**src/shared/obc_pkg.sv**
```systemverilog
// Constants, types and decode functions shared by the option-byte decoder and its store.
// Assumes one system clock; option bytes are eight bits wide.
package obc_pkg;

  // ==========================================================================
  // Byte indices and field positions
  localparam int OBC_NUM_BYTES = 2;
  localparam logic [0:0] OBC_IDX_PKG = 1'h0;
  localparam logic [0:0] OBC_IDX_CLK = 1'h1;
  localparam int OBC_BIT_PROTECT = 0;
  localparam int OBC_BIT_PKGWIDE = 1;
  localparam int OBC_BIT_CSSDIS = 7;
  localparam int OBC_OSC_MSB = 6;
  localparam int OBC_OSC_LSB = 4;
  localparam int OBC_LVD_MSB = 3;
  localparam int OBC_LVD_LSB = 2;
  localparam int OBC_BIT_WDGHALT = 1;
  localparam int OBC_BIT_WDGSW = 0;

  // ==========================================================================
  // Byte values
  localparam logic [7:0] OBC_BLANK = 8'hff;
  localparam logic [7:0] OBC_WIPED = 8'h00;
  localparam logic [7:0] OBC_RSVD_MASK = 8'hfc;

  // ==========================================================================
  // Field encodings
  localparam logic [2:0] OBC_OSC_EXTCLK = 3'h7;
  localparam logic [2:0] OBC_OSC_INTRC = 3'h6;
  localparam logic [2:0] OBC_OSC_LP = 3'h3;
  localparam logic [2:0] OBC_OSC_MP = 3'h2;
  localparam logic [2:0] OBC_OSC_MS = 3'h1;
  localparam logic [2:0] OBC_OSC_HS = 3'h0;
  localparam logic [1:0] OBC_LVD_OFF = 2'h3;
  localparam logic [1:0] OBC_LVD_HIGH = 2'h2;
  localparam logic [1:0] OBC_LVD_MID = 2'h1;

  // ==========================================================================
  // Types
  typedef enum logic [2:0] {
    OBC_SRC_EXT_CLOCK, OBC_SRC_INT_RC, OBC_SRC_EXT_RC,
    OBC_SRC_RES_LP, OBC_SRC_RES_MP, OBC_SRC_RES_MS, OBC_SRC_RES_HS
  } obc_osc_t;

  typedef enum logic [1:0] {OBC_LVL_LOW, OBC_LVL_MID, OBC_LVL_HIGH} obc_lvd_t;

  typedef enum logic [1:0] {OBC_ST_RD0, OBC_ST_RD1, OBC_ST_CAP, OBC_ST_RUN} obc_state_t;

  // ==========================================================================
  // Decoders
  function automatic obc_osc_t obc_osc_decode(input logic [2:0] code);
    case (code)
      OBC_OSC_EXTCLK: obc_osc_decode = OBC_SRC_EXT_CLOCK;
      OBC_OSC_INTRC: obc_osc_decode = OBC_SRC_INT_RC;
      OBC_OSC_LP: obc_osc_decode = OBC_SRC_RES_LP;
      OBC_OSC_MP: obc_osc_decode = OBC_SRC_RES_MP;
      OBC_OSC_MS: obc_osc_decode = OBC_SRC_RES_MS;
      OBC_OSC_HS: obc_osc_decode = OBC_SRC_RES_HS;
      default: obc_osc_decode = OBC_SRC_EXT_RC;
    endcase
  endfunction

  function automatic obc_lvd_t obc_lvd_decode(input logic [1:0] code);
    case (code)
      OBC_LVD_HIGH: obc_lvd_decode = OBC_LVL_HIGH;
      OBC_LVD_MID: obc_lvd_decode = OBC_LVL_MID;
      default: obc_lvd_decode = OBC_LVL_LOW;
    endcase
  endfunction

endpackage

```
**src/design/obc_opt_store.sv**
```systemverilog
// Non-volatile option-byte store: byte write, erase to zero, registered read.
// Assumes pwrOnRst models the blank state of fresh storage; system reset leaves it alone.
`timescale 1ns/1ns
module obc_opt_store #(
  parameter int WIDTH = 8,
  parameter int DEPTH = 2,
  parameter int ADDR_W = 1
) (
  // Clock and storage reset
  input wire logic core_clk,
  input wire logic pwrOnRst,
  // Access
  input wire logic wrEn,
  input wire logic erase,
  input wire logic rdEn,
  input wire logic [ADDR_W-1:0] addr,
  input wire logic [WIDTH-1:0] wrData,
  output logic [WIDTH-1:0] rdData
);
  import obc_pkg::*;

  typedef struct packed {
    logic [DEPTH-1:0][WIDTH-1:0] cells;
    logic [WIDTH-1:0] rdData;
  } obc_mem_st_t;

  localparam obc_mem_st_t OBC_MEM_RST = '{cells: {DEPTH{OBC_BLANK}}, rdData: '0};

  if (WIDTH != 8 || DEPTH < 1 || DEPTH > (1 << ADDR_W)) begin : g_chk
    $error("obc_opt_store: unsupported WIDTH, DEPTH or ADDR_W");
  end

  obc_mem_st_t st;
  obc_mem_st_t next_st;

  always_comb begin
    next_st = st;
    // Erase wins over a write in the same cycle
    if (erase) begin
      next_st.cells[addr] = OBC_WIPED;
    end else if (wrEn) begin
      next_st.cells[addr] = wrData;
    end
    if (rdEn) begin
      next_st.rdData = st.cells[addr];
    end
  end

  always_ff @(posedge core_clk or posedge pwrOnRst) begin
    if (pwrOnRst) begin
      st <= OBC_MEM_RST;
    end else begin
      st <= next_st;
    end
  end

  assign rdData = st.rdData;
endmodule

```
**src/design/obc_option_decoder.sv**
```systemverilog
// Option-byte decoder: loads both option bytes after reset, decodes and holds them,
// and serves programming-mode access to the bytes with read-out protection.
// Assumes program strobes come from an on-chip programming controller on core_clk;
// the programming-mode pin is asynchronous.
//
// Summary of operation
// - Option bytes are unmapped for the CPU; access only in programming mode.
// - Unprogrammed flash option storage reads as all ones.
// - Byte 0 bit 1 picks pinout: zero 42/44 pins, one 56/64 pins.
// - Byte 0 bit 0 set blocks external program memory access.
// - Clearing the protection bit erases program memory and option byte to zero.
// - Data EEPROM stays externally accessible regardless of protection.
// - Byte 1 bit 7 zero enables clock monitor, one disables it.
// - Byte 1 bits 6:4 select the main oscillator source.
// - Byte 1 bits 3:2 enable low-voltage detector and pick threshold.
// - Byte 1 bit 1 set makes halt entry reset under active watchdog.
// - Byte 1 bit 0 zero forces hardware watchdog, one leaves it to software.
// - Masked-ROM parts take fixed factory options, never reprogrammed.
// - Oscillator codes: 111 ext clock, 110 int RC, 10x ext RC, 011-000 resonators.
// - Detector codes: 11 off, 10 highest, 01 medium, 00 lowest threshold.
`timescale 1ns/1ns
module obc_option_decoder #(
  parameter bit ROM_DEVICE = 1'b0,
  parameter logic [7:0] FACTORY_OPT0 = 8'hff,
  parameter logic [7:0] FACTORY_OPT1 = 8'hff
) (
  // Clock and resets
  input wire logic core_clk,
  input wire logic sys_rst,
  input wire logic pwrOnRst,
  // Programming access
  input wire logic progModePin,
  input wire logic progWrEn,
  input wire logic progRdEn,
  input wire logic progByteSel,
  input wire logic [7:0] progWrData,
  output logic [7:0] progRdData,
  output logic progRdValid,
  // Access control towards the memories
  output logic readoutProtect,
  output logic progMemAccessAllow,
  output logic eepromAccessAllow,
  output logic massErase,
  // Decoded options
  output logic optionsValid,
  output logic packageWide,
  output logic clockMonitorDisable,
  output obc_pkg::obc_osc_t oscillatorSource,
  output logic lvdEnable,
  output obc_pkg::obc_lvd_t lvdLevel,
  output logic watchdogHaltReset,
  output logic watchdogSoftwareMode,
  output logic watchdogHwEnable
);
  import obc_pkg::*;

  // Reserved bits in the factory code must be ones
  if ((FACTORY_OPT0 & OBC_RSVD_MASK) != OBC_RSVD_MASK) begin : g_chk
    $error("obc_option_decoder: FACTORY_OPT0 reserved bits must be ones");
  end

  typedef struct packed {
    obc_state_t state;
    logic modeMeta;
    logic modeSync;
    logic [7:0] opt0;
    logic [7:0] opt1;
    logic liveProtect;
    logic rdPending;
    logic rdSel;
    logic [7:0] progRdData;
    logic progRdValid;
    logic progMemAccessAllow;
    logic eepromAccessAllow;
    logic massErase;
    logic optionsValid;
    logic packageWide;
    logic clockMonitorDisable;
    obc_osc_t oscillatorSource;
    logic lvdEnable;
    obc_lvd_t lvdLevel;
    logic watchdogHaltReset;
    logic watchdogSoftwareMode;
    logic watchdogHwEnable;
  } obc_top_st_t;

  obc_top_st_t st;
  obc_top_st_t next_st;
  logic memRdEn;
  logic memWrEn;
  logic memErase;
  logic [0:0] memAddr;
  logic [7:0] memRdData;
  logic progOk;
  logic [7:0] byte1;

  // ==========================================================================
  // Option storage
  obc_opt_store #(.WIDTH(8), .DEPTH(OBC_NUM_BYTES), .ADDR_W(1)) u_store (
    .core_clk(core_clk),
    .pwrOnRst(pwrOnRst),
    .wrEn(memWrEn),
    .erase(memErase),
    .rdEn(memRdEn),
    .addr(memAddr),
    .wrData(progWrData),
    .rdData(memRdData)
  );

  // ==========================================================================
  // Next state
  always_comb begin
    next_st = st;
    memRdEn = 1'b0;
    memWrEn = 1'b0;
    memErase = 1'b0;
    memAddr = OBC_IDX_PKG;
    byte1 = ROM_DEVICE ? FACTORY_OPT1 : memRdData;
    // Programming requests only count once options are loaded and the pin says so
    progOk = (st.state == OBC_ST_RUN) && st.modeSync;
    next_st.modeMeta = progModePin;
    next_st.modeSync = st.modeMeta;
    next_st.massErase = 1'b0;
    next_st.progRdValid = 1'b0;
    next_st.rdPending = 1'b0;
    case (st.state)
      OBC_ST_RD0: begin
        memRdEn = 1'b1;
        memAddr = OBC_IDX_PKG;
        next_st.state = OBC_ST_RD1;
      end
      OBC_ST_RD1: begin
        memRdEn = 1'b1;
        memAddr = OBC_IDX_CLK;
        next_st.opt0 = ROM_DEVICE ? FACTORY_OPT0 : memRdData;
        next_st.state = OBC_ST_CAP;
      end
      OBC_ST_CAP: begin
        next_st.opt1 = byte1;
        next_st.liveProtect = st.opt0[OBC_BIT_PROTECT];
        next_st.packageWide = st.opt0[OBC_BIT_PKGWIDE];
        next_st.clockMonitorDisable = byte1[OBC_BIT_CSSDIS];
        next_st.oscillatorSource = obc_osc_decode(byte1[OBC_OSC_MSB:OBC_OSC_LSB]);
        next_st.lvdEnable = byte1[OBC_LVD_MSB:OBC_LVD_LSB] != OBC_LVD_OFF;
        next_st.lvdLevel = obc_lvd_decode(byte1[OBC_LVD_MSB:OBC_LVD_LSB]);
        next_st.watchdogHaltReset = byte1[OBC_BIT_WDGHALT];
        next_st.watchdogSoftwareMode = byte1[OBC_BIT_WDGSW];
        next_st.watchdogHwEnable = !byte1[OBC_BIT_WDGSW];
        next_st.optionsValid = 1'b1;
        next_st.state = OBC_ST_RUN;
      end
      OBC_ST_RUN: begin
        // Decoded options stay frozen here; only storage and protection move
        if (st.rdPending) begin
          next_st.progRdValid = 1'b1;
          if (ROM_DEVICE) begin
            next_st.progRdData = st.rdSel ? FACTORY_OPT1 : FACTORY_OPT0;
          end else begin
            next_st.progRdData = memRdData;
          end
        end
        if (progOk && progRdEn) begin
          memRdEn = 1'b1;
          memAddr = progByteSel;
          next_st.rdPending = 1'b1;
          next_st.rdSel = progByteSel;
        end else if (progOk && progWrEn && !ROM_DEVICE) begin
          memWrEn = 1'b1;
          memAddr = progByteSel;
          if (progByteSel == OBC_IDX_PKG) begin
            if (st.liveProtect && !progWrData[OBC_BIT_PROTECT]) begin
              // Dropping protection wipes byte 0 and raises massErase instead of writing, so no code leaks out
              memErase = 1'b1;
              next_st.massErase = 1'b1;
              next_st.liveProtect = 1'b0;
            end else begin
              next_st.liveProtect = progWrData[OBC_BIT_PROTECT];
            end
          end
        end
      end
      default: begin
        next_st.state = OBC_ST_RD0;
      end
    endcase
    next_st.progMemAccessAllow = progOk && !next_st.liveProtect;
    next_st.eepromAccessAllow = progOk;
  end

  always_ff @(posedge core_clk or posedge sys_rst) begin
    if (sys_rst) begin
      st <= '0;
    end else begin
      st <= next_st;
    end
  end

  // ==========================================================================
  // Outputs
  assign progRdData = st.progRdData;
  assign progRdValid = st.progRdValid;
  assign readoutProtect = st.liveProtect;
  assign progMemAccessAllow = st.progMemAccessAllow;
  assign eepromAccessAllow = st.eepromAccessAllow;
  assign massErase = st.massErase;
  assign optionsValid = st.optionsValid;
  assign packageWide = st.packageWide;
  assign clockMonitorDisable = st.clockMonitorDisable;
  assign oscillatorSource = st.oscillatorSource;
  assign lvdEnable = st.lvdEnable;
  assign lvdLevel = st.lvdLevel;
  assign watchdogHaltReset = st.watchdogHaltReset;
  assign watchdogSoftwareMode = st.watchdogSoftwareMode;
  assign watchdogHwEnable = st.watchdogHwEnable;
endmodule

```
**config.mk**
```make
export PLATFORM = sky130hd
export DESIGN_NAME = obc_option_decoder
export DESIGN_NICKNAME = d
export VERILOG_FILES = /design/src/shared/obc_pkg.sv /design/src/design/obc_opt_store.sv /design/src/design/obc_option_decoder.sv
export SDC_FILE = /design/constraint.sdc
export NUM_CORES = 1
export LEC_CHECK = 0
export BUFFER_PORTS_ARGS = -buffer_cell sky130_fd_sc_hd__buf_2
export CAP_MARGIN = 20
export CELL_PAD_IN_SITES_DETAIL_PLACEMENT = 1
export CELL_PAD_IN_SITES_GLOBAL_PLACEMENT = 2
export CORE_ASPECT_RATIO = 1.75
export CORE_MARGIN = 2
export CORE_UTILIZATION = 34
export DETAILED_ROUTE_END_ITERATION = 6
export PLACE_DENSITY_LB_ADDON = 0.1
export SYNTH_ARGS = -nofsm -noshare
export SYNTH_HDL_FRONTEND = slang
export SYNTH_SLANG_ARGS = --single-unit
```
**constraint.sdc**
```tcl
create_clock -name core_clk -period 1.8 [get_ports core_clk]
set_input_delay 0 -clock core_clk [delete_from_list [all_inputs] [get_ports core_clk]]
set_output_delay 0 -clock core_clk [all_outputs]
set_load 0.01 [all_outputs]
```
==> impl_results.md, run 1 <==
- Status: complete, no violations
- Post-synth EDFFs: 0
- YS warnings: 0
- N_diodes: 0
- Hold Fails Final Rpt: 0
- Yosys top cell area share: 37.2%
- Total grt overflow: 0
- CP top delay family: flip-flops
- Fin. max-slew vios: 0
- Post-synth cell types: 36
- Fill cell count: 861
- CP peak stage delay: 440 ps
- Pre-antenna DRT Iters: 2
- Worst-margin pin slew: 574 ps
- Vias per inst: 4.89
- Setup TNS: 0 ps
- Critical Path Fanout Max: 8
- Die Ht: 122 microns
- Skew-Pair Late Insertion Delay: 290 ps
- Worst R2R Path Depth: 5
- Max-Cap Viols: 0
- Tmin final: 1710 ps
- Worst Hold Class: primary input to flip-flop
- Sequential Area: 1420 sq um
- CTS Buffer Depth: 2
- Max Clk Rate: 586 MHz
- Overall routing resource usage: 14.1%
- Largest net degree at the start of global routing: 33
- Synth Flop Type: dfrtp_1
- Ranking of synthesized cells by area: dfrtp_1 37%, dfstp_2 16%, mux2_2 11%
- CP bufs+invs: 2
- Slowest stage cell, crit path: dfrtp_1
- CTS H-tree lvls: 2
- TritonCTS clock tree: yes
- Root Driver: clkbuf_16
- Period utilization: 94.9%
- Critical path required time: 2020 ps
- Drt wl/cell: 15.9 microns
- WL final: 5600 microns
- Post-synth ARST share: 100%
- Most frequent cells in the layout: 39 x dfrtp_1, 39 x buf_2, 26 x mux2_2, 16 x buf_4, 16 x dfstp_2
- RSZ-0062 raised after global routing: no
- I/O pins: 40
- Antenna violation net count after detailed routing: 0
- Initial DRC count: 69
- Initial antenna violation count: 0
- Layout cell share with drive strength beyond 1: 46.6%
- Post-Syn Area: 2690 sq um
- Vias in the first global route: 1793
- Die ar.: 8680 sq um
- Crit. End Element: flip-flop
- CTS buffer count: 5
- Pwr Density: 1000 nW/um^2
- Syn nets: 238
- Finished Layout Cells: 352
- Clock-pin slew on the worst setup and hold paths: 70 ps
- Relative slew slack: 61.7%
- Post-Synthesis Cells: 216
- Detailed-route via count: 1721
- Routability cong.: 0.706
- Post-synthesis register bit count: 56
- Hpwl dp: 4280 microns
- Row cnt: 43
- Sequential share of the synthesized area: 52.8%
- Syn avg cell area: 12.5 sq um
- Crit. path cell count: 5
- Die Wd: 71.3 microns
- Setup crit start kind: flip-flop
- Final setup fails: 0
- First-pass GRT wire length: 9620 microns
- # DRC: 0
- Placed cells: 339
- Area Overhead vs Synth: 19.0%
- Area occupied by multi-input gates: 1120 sq um
- CP Cell Sequence: inv_1 -> ha_4 -> or3_1 -> buf_4 -> mux2_4
- Hold depth: 2
- Area leader, netlist: dfrtp_1
- Crit path DAT: 1930 ps
- CORE AREA: 7800 sq um
- WS Path Type: flip-flop to flip-flop
- Layout Nets: 283
- Worst vdd ir: 0.454 mV
- Clock sink count: 56
- Leakage: 0.00147 uW
- Setup Skew: 5.93 ps
- Number of port buffers: 39
- Initial Util: 34.5%
registers in the layout (all words and copies together), names as in the netlist:
signal	cells
clockMonitorDisable	1
eepromAccessAllow	1
lvdEnable	1
lvdLevel	2
massErase	1
next_st	1
optionsValid	1
oscillatorSource	3
packageWide	1
progMemAccessAllow	1
progRdData	8
progRdValid	1
readoutProtect	1
st	6
u_store.rdData	8
u_store.st	16
watchdogHaltReset	1
watchdogHwEnable	1
watchdogSoftwareMode	1
routing by layer:
| layer | track usage [%] | share of wire, % | vias up |
|---|---|---|---|
| met5 | 0 | 0 | - |
| met1 | 18.2 | 43 | 857 |
| met2 | 23.7 | 53 | 26 |
| met4 | 4.25 | 1.5 | 0 |
| met3 | 2.89 | 2.7 | 6 |
| li1 | - | - | 832 |
cell type report:
cell class,instances,share of cell area (%)
clock inverter,3,0.703
tap,90,3.51
inverter,8,0.937
sequential,56,44.4
clock buffer,5,3.90
timing repair buffer,60,11.4
multi-input combinational,130,35.1
report_power, final:
| group | leakage (uW) | internal, uW | switching (uW) |
|---|---|---|---|
| Combinational | 0.000762 | 322 | 241 |
| Sequential | 0.000633 | 1520 | 152 |
| Clock | 0.0000742 | 522 | 465 |
| Total | 0.00147 | 2360 | 857 |
kinds of logic after synthesis:
kind of cell	Yosys count	synth area share (%)
buffers and inverters	30	6.41
DFF	56	52.8
muxes	44	19.1
and+or+nand+nor	45	9.76
xor gates and xnor gates	1	0.325
AOI/OAI and AO/OA	33	8.41
adders and majority gates	7	3.25
metrics by stage:
| stage | power (uW) | utilization, % | setup WS (ps) | hold slack [ps] | area, sq um |
|---|---|---|---|---|---|
| finish | 3220 | 41.1 | 92.2 | 41.8 | 3200 |
| global route | 3410 | 41.1 | 3.20 | 49.7 | 3200 |
| CTS | 3280 | 40.6 | 20.5 | 33.5 | 3170 |
| detailed placement | 2270 | 38.2 | 33.1 | -10.2 | 2980 |
| global placement | 2250 | 38.2 | 107 | -17.4 | 2980 |
| floorplan | 2120 | - | 114 | 2.76 | 2690 |
cell usage after synthesis, types with 2 or more instances:
library cell   n
a21oi_1       11
and2b_1        3
buf_2          3
buf_4         13
clkbuf_1       4
dfrtp_1       40
dfstp_2       16
ha_1           7
inv_1          8
mux2_2        26
mux2_4         8
mux2i_1       10
nand2_1        4
nand2b_1       8
nand3_1        8
nor2_1         5
nor2b_1        7
nor3b_1        2
o21ai_0        9
o32a_1         8
timing repair:
| action | in CTS | in global routing |
|---|---|---|
| endpoints found under the setup margin | 0 | 24 |
| setup buffers | 0 | 1 |
| hold buffers | 4 | 0 |
| gates resized for setup | 0 | 7 |
| endpoints found under the hold margin | 43 | 0 |
worst register-to-register path, stage by stage (launching register included):
cell     delay, ps
dfrtp_1        440
inv_1          140
ha_4           200
or3_1          350
buf_4          200
mux2_4         310
path summary, 6_finish.rpt:
kind,endpoint,startpoint,slack [ps]
worst min-delay path,st[25],progRdEn,40
max in group asynchronous,u_store.st[15],pwrOnRst,980
worst min register to register,st[43],next_st[43],360
worst max register to register,u_store.st[11],st[46],90
min in group asynchronous,u_store.rdData[3],pwrOnRst,210
worst max-delay path,u_store.st[11],st[46],90
No activity file was read; power rests on OpenSTA's default activity.
==> run 2: changes to the inputs <==
Settings changed: CORE_MARGIN 2 to 5, CORE_UTILIZATION 34 to 38.
Clock period 1.8 ns to 1.6 ns, I/O delays scaled along.
==> impl_results.md, run 2 (synthesis gave the netlist of run 1 again) <==
- Period utilization: 101%
- Root Driver: clkbuf_16
- Vias in the first global route: 2088
- Max Clk Rate: 621 MHz
- Setup Skew: 3.45 ps
- Max-Cap Viols: 0
- Area Overhead vs Synth: 30.6%
- Die Wd: 73.6 microns
- Fin. max-slew vios: 0
- I/O pins: 40
- Drt wl/cell: 18.2 microns
- WL final: 6420 microns
- CORE AREA: 6910 sq um
- Final setup fails: 5
- Number of port buffers: 39
- Routability cong.: 0.763
- Worst Hold Class: primary input to flip-flop
- Leakage: 0.00159 uW
- Setup TNS: -30.6 ps
- Worst Setup EP: u_store.st[9]
- Layout Nets: 289
- Worst-margin pin slew: 405 ps
- Relative slew slack: 73.0%
- Fin area: 3520 sq um
- Skew-Pair Late Insertion Delay: 300 ps
- CTS Buffer Depth: 2
- Setup slack, reg-to-reg: -10 ps
- Hpwl dp: 4700 microns
- Crit. End Element: flip-flop
- Pwr Density: 1080 nW/um^2
- Max reg flops: 16
- Most frequent cells in the layout: 39 x buf_2, 38 x dfrtp_1, 21 x mux2_4, 16 x dfstp_2, 14 x buf_4
- Overall routing resource usage: 14.7%
- Worst r2r dst: u_store.st[9]
- Vias per inst: 5.13
- Initial DRC count: 42
- Antenna violation net count after detailed routing: 0
- WS Path Type: flip-flop to flip-flop
- R2R Path Start: st[45]
- CTS buffer count: 5
- CTS H-tree lvls: 2
- Placed cells: 335
- CP Launch Point: st[45]
- Clock sink count: 56
- Worst R2R Path Depth: 4
- Die ar.: 8940 sq um
- Die Ht: 121 microns
- Failing checks: negative setup slack
- Initial antenna violation count: 0
- N_diodes: 0
- Largest net degree at the start of global routing: 33
- Util after Layout: 50.9%
- Commonest non-fill, non-tap cell in the layout: buf_2
- Layout cell share with drive strength beyond 1: 55.2%
- Setup crit start kind: flip-flop
- Tmin final: 1610 ps
- Clock-pin slew on the worst setup and hold paths: 70 ps
- TritonCTS clock tree: yes
- Row cnt: 40
- RSZ-0062 raised after global routing: yes
- Total grt overflow: 0
- Critical path required time: 1820 ps
- First-pass GRT wire length: 10200 microns
- Placed cell area: 3060 sq um
- Critical Path Fanout Max: 8
- Setup WS post-layout: -9.87 ps
- Finished Layout Cells: 352
- Hold Fails Final Rpt: 0
- Worst vdd ir: 0.526 mV
- Pre-antenna DRT Iters: 4
- # DRC: 0
- Initial Util: 39.0%
- Detailed-route via count: 1805
- Largest Register: u_store.st
- Status: finished, violations left
- Crit path DAT: 1830 ps
- Pre-CTS setup slack: -79.0 ps
-- run 2: cell count changes in the layout (fill, tap and decap cells not counted), moves of 3 or more --
cell      before  now
a21oi_1       11    7
nand2b_4       0    7
o21ai_0        9    4
mux2_4         8   21
nand2b_1       8    1
o21ai_1        0    5
mux2_2        26   13
buf_12         0    4
buf_6          1    4
a21oi_2        0    4
-- run 2: metal layers --
metal / global-route usage (%) / wire, microns / up-vias
met5: 0 / 0 / -
met4: 6.58 / 135 / 0
met3: 2.99 / 221 / 11
met2: 27.2 / 3720 / 33
met1: 15.4 / 2350 / 908
li1: - / - / 853
-- run 2: where the power goes --
part | internal [uW] | total (uW) | switching, uW
Clock | 587 | 1110 | 524
Combinational | 460 | 764 | 305
Sequential | 1710 | 1920 | 210
-- run 2: cell type report --
| class | count | area (sq um) |
|---|---|---|
| multi-input cells | 130 | 1320 |
| clock inverters | 3 | 22.5 |
| repair buffers | 66 | 490 |
| fillers | 749 | 3390 |
| flip-flops and latches | 56 | 1420 |
| well taps | 84 | 105 |
| clock buffers | 5 | 125 |
| inverters | 8 | 32.5 |
-- run 2: worst min-delay path by stage --
stage / startpoint / endpoint / cells past startpoint
finish: progRdEn / st[25] / 2
global route: progRdEn / st[25] / 2
CTS: progRdEn / st[25] / 2
detailed placement: pwrOnRst / u_store.rdData[1] / 3
global placement: pwrOnRst / u_store.rdData[1] / 3
floorplan: pwrOnRst / u_store.rdData[0] / 1
-- run 2: worst max-delay path: stages, from the launching register on --
cell     delay (ps)
dfrtp_2         440
buf_6           130
ha_4            180
or3_4           460
mux2_4          330
-- run 2: what timing repair did --
| item | 4_1_cts | 5_1_grt |
|---|---|---|
| endpoints found under the hold margin | 42 | 0 |
| setup buffers | 4 | 2 |
| setup endpoints to repair | 24 | 30 |
| hold buffers | 4 | 0 |
| pin swaps | 3 | 12 |
| gates cloned | 0 | 1 |
| gates resized for setup | 7 | 44 |
-- run 2: metrics by stage --
step | power [uW] | hold WS (ps)
6_report | 3800 | 70.7
5_1_grt | 4020 | 80.2
4_1_cts | 3740 | 63.6
3_5_place_dp | 2580 | 79.6
3_3_place_gp | 2520 | 52.9
2_1_floorplan | 2390 | 2.76
==> run 3: changes to the inputs <==
Settings changed: CORE_ASPECT_RATIO 1.75 to 0.75.
==> impl_results.md, run 3 (synthesis gave the netlist of run 1 again) <==
- Max-Cap Viols: 0
- Worst R2R Path Depth: 4
- Leakage: 0.00155 uW
- Number of port buffers: 39
- Clock-pin slew on the worst setup and hold paths: 110 ps
- Max Clk Rate: 619 MHz
- R2R Path Start: st[45]
- Antenna violation net count after detailed routing: 0
- Crit path DAT: 1860 ps
- Placed cell area: 3130 sq um
- Layout cell share with drive strength beyond 1: 53.1%
- TritonCTS clock tree: yes
- Vias in the first global route: 2043
- Pre-antenna DRT Iters: 4
- I/O pins: 40
- Total grt overflow: 0
- Worst vdd ir: 0.457 mV
- CTS Buffer Depth: 2
- Initial Util: 39.2%
- Placed cells: 357
- Status: finished, violations left
- Initial antenna violation count: 0
- Row cnt: 26
- CTS H-tree lvls: 2
- Period utilization: 101%
- Hold Fails Final Rpt: 0
- Met3 global-route usage: 3.10%
- Critical path required time: 1850 ps
- Area Overhead vs Synth: 26.5%
- GR Layer Usage met2: 23.4%
- WL final: 6120 microns
- Failing checks: negative setup slack
- # DRC: 0
- Setup WS post-layout: -15.8 ps
- Largest Register: u_store.st
- CTS buffer count: 5
- Setup crit start kind: flip-flop
- N_diodes: 0
- Skew-Pair Late Insertion Delay: 310 ps
- Hold depth: 3
- Hold path startpoint: progWrData[5]
- Worst Hold Class: primary input to flip-flop
- Die Wd: 107 microns
- Vias per inst: 4.84
- Worst r2r dst: u_store.st[10]
- Overall routing resource usage: 14.8%
- Fin area: 3410 sq um
- Worst-margin pin slew: 520 ps
- First-pass GRT wire length: 10500 microns
- Detailed-route via count: 1807
- Setup slack, reg-to-reg: -20 ps
- Routability cong.: 0.764
- Grt met1 use: 20.8%
- Fin Hold WS: 53.8 ps
- Max reg flops: 16
- Root Driver: clkbuf_8
- Clock sink count: 56
- Initial DRC count: 49
- Hpwl dp: 4560 microns
- Commonest non-fill, non-tap cell in the layout: buf_2
- Die Ht: 82.9 microns
- Critical Path Fanout Max: 8
- Total design power: 3410 uW
- Setup Skew: 6.34 ps
- Tmin final: 1620 ps
- WHS Endpoint: u_store.st[13]
- Drt wl/cell: 16.4 microns
- WS Path Type: flip-flop to flip-flop
- Fin. max-slew vios: 0
- Final setup fails: 8
- RSZ-0062 raised after global routing: yes
- Most Crowded Layer GR: met2
- Most frequent cells in the layout: 39 x buf_2, 38 x dfrtp_1, 24 x buf_4, 18 x mux2_2
- Pwr Density: 1000 nW/um^2
- Largest net degree at the start of global routing: 25
- CORE AREA: 6860 sq um
- Crit. End Element: flip-flop
- Relative slew slack: 65.3%
- Layout Nets: 296
- Die ar.: 8890 sq um
- Finished Layout Cells: 373
[run 3: changes by cell type in the layout (fill, tap and decap cells not counted), sizes merged]
cell	delta
buf	+8
clkbuf	-1
clkinv	-1
clkinvlp	+1
[run 3: per-stage QoR]
step	utilization, %	setup WS [ps]	TNS, ps
final	49.6	-15.8	-103
after floorplan	-	-18.9	-151
after CTS	48.0	-31.4	-197
after global placement	45.7	-20.0	-165
after global routing	49.6	-54.2	-539
after detailed placement	45.7	-50.9	-859
[run 3: how the worst max path moves through the flow]
stage	slack, ps	from	end	cells after the start
finish	-20	st[45]	u_store.st[10]	4
global route	-50	st[45]	u_store.st[11]	4
CTS	-30	st[45]	u_store.st[10]	5
detailed placement	-50	st[46]	u_store.st[9]	5
global placement	-20	st[46]	u_store.rdData[1]	6
floorplan	-20	st[46]	u_store.st[10]	5
[run 3: power breakdown]
part           internal (uW)  switching [uW]
clock                    312             484
combinational            423             286
sequential              1710             195
total                   2440             966
[run 3: metal layers]
metal | routed length, microns | vias to the layer above
met5 | 0 | -
met4 | 53 | 0
met3 | 187 | 7
met2 | 2780 | 24
met1 | 3090 | 918
li1 | - | 858
[run 3: layout make-up]
class	instances	area [sq um]
Sequential cell	56	1420
Timing Repair Buffer	73	518
Clock inverter	3	21.3
Inverter	8	30.0
Tap cell	98	123
Multi-Input combinational cell	130	1220
Fill cell	724	3460
Clock buffer	5	68.8
[run 3: critical path: stages, from the launching register on]
cell and delay [ps]:
dfrtp_2 450, buf_6 130, ha_4 180, or3_4 470, mux2_4 320
[run 3: what timing repair did]
item                       4_1_cts  5_1_grt
resized for setup                3       22
buffers inserted                 2        3
hold buffers                     4        0
hold endpoints to repair        38        0
pin swaps                        2       11
setup endpoints to repair       35       24
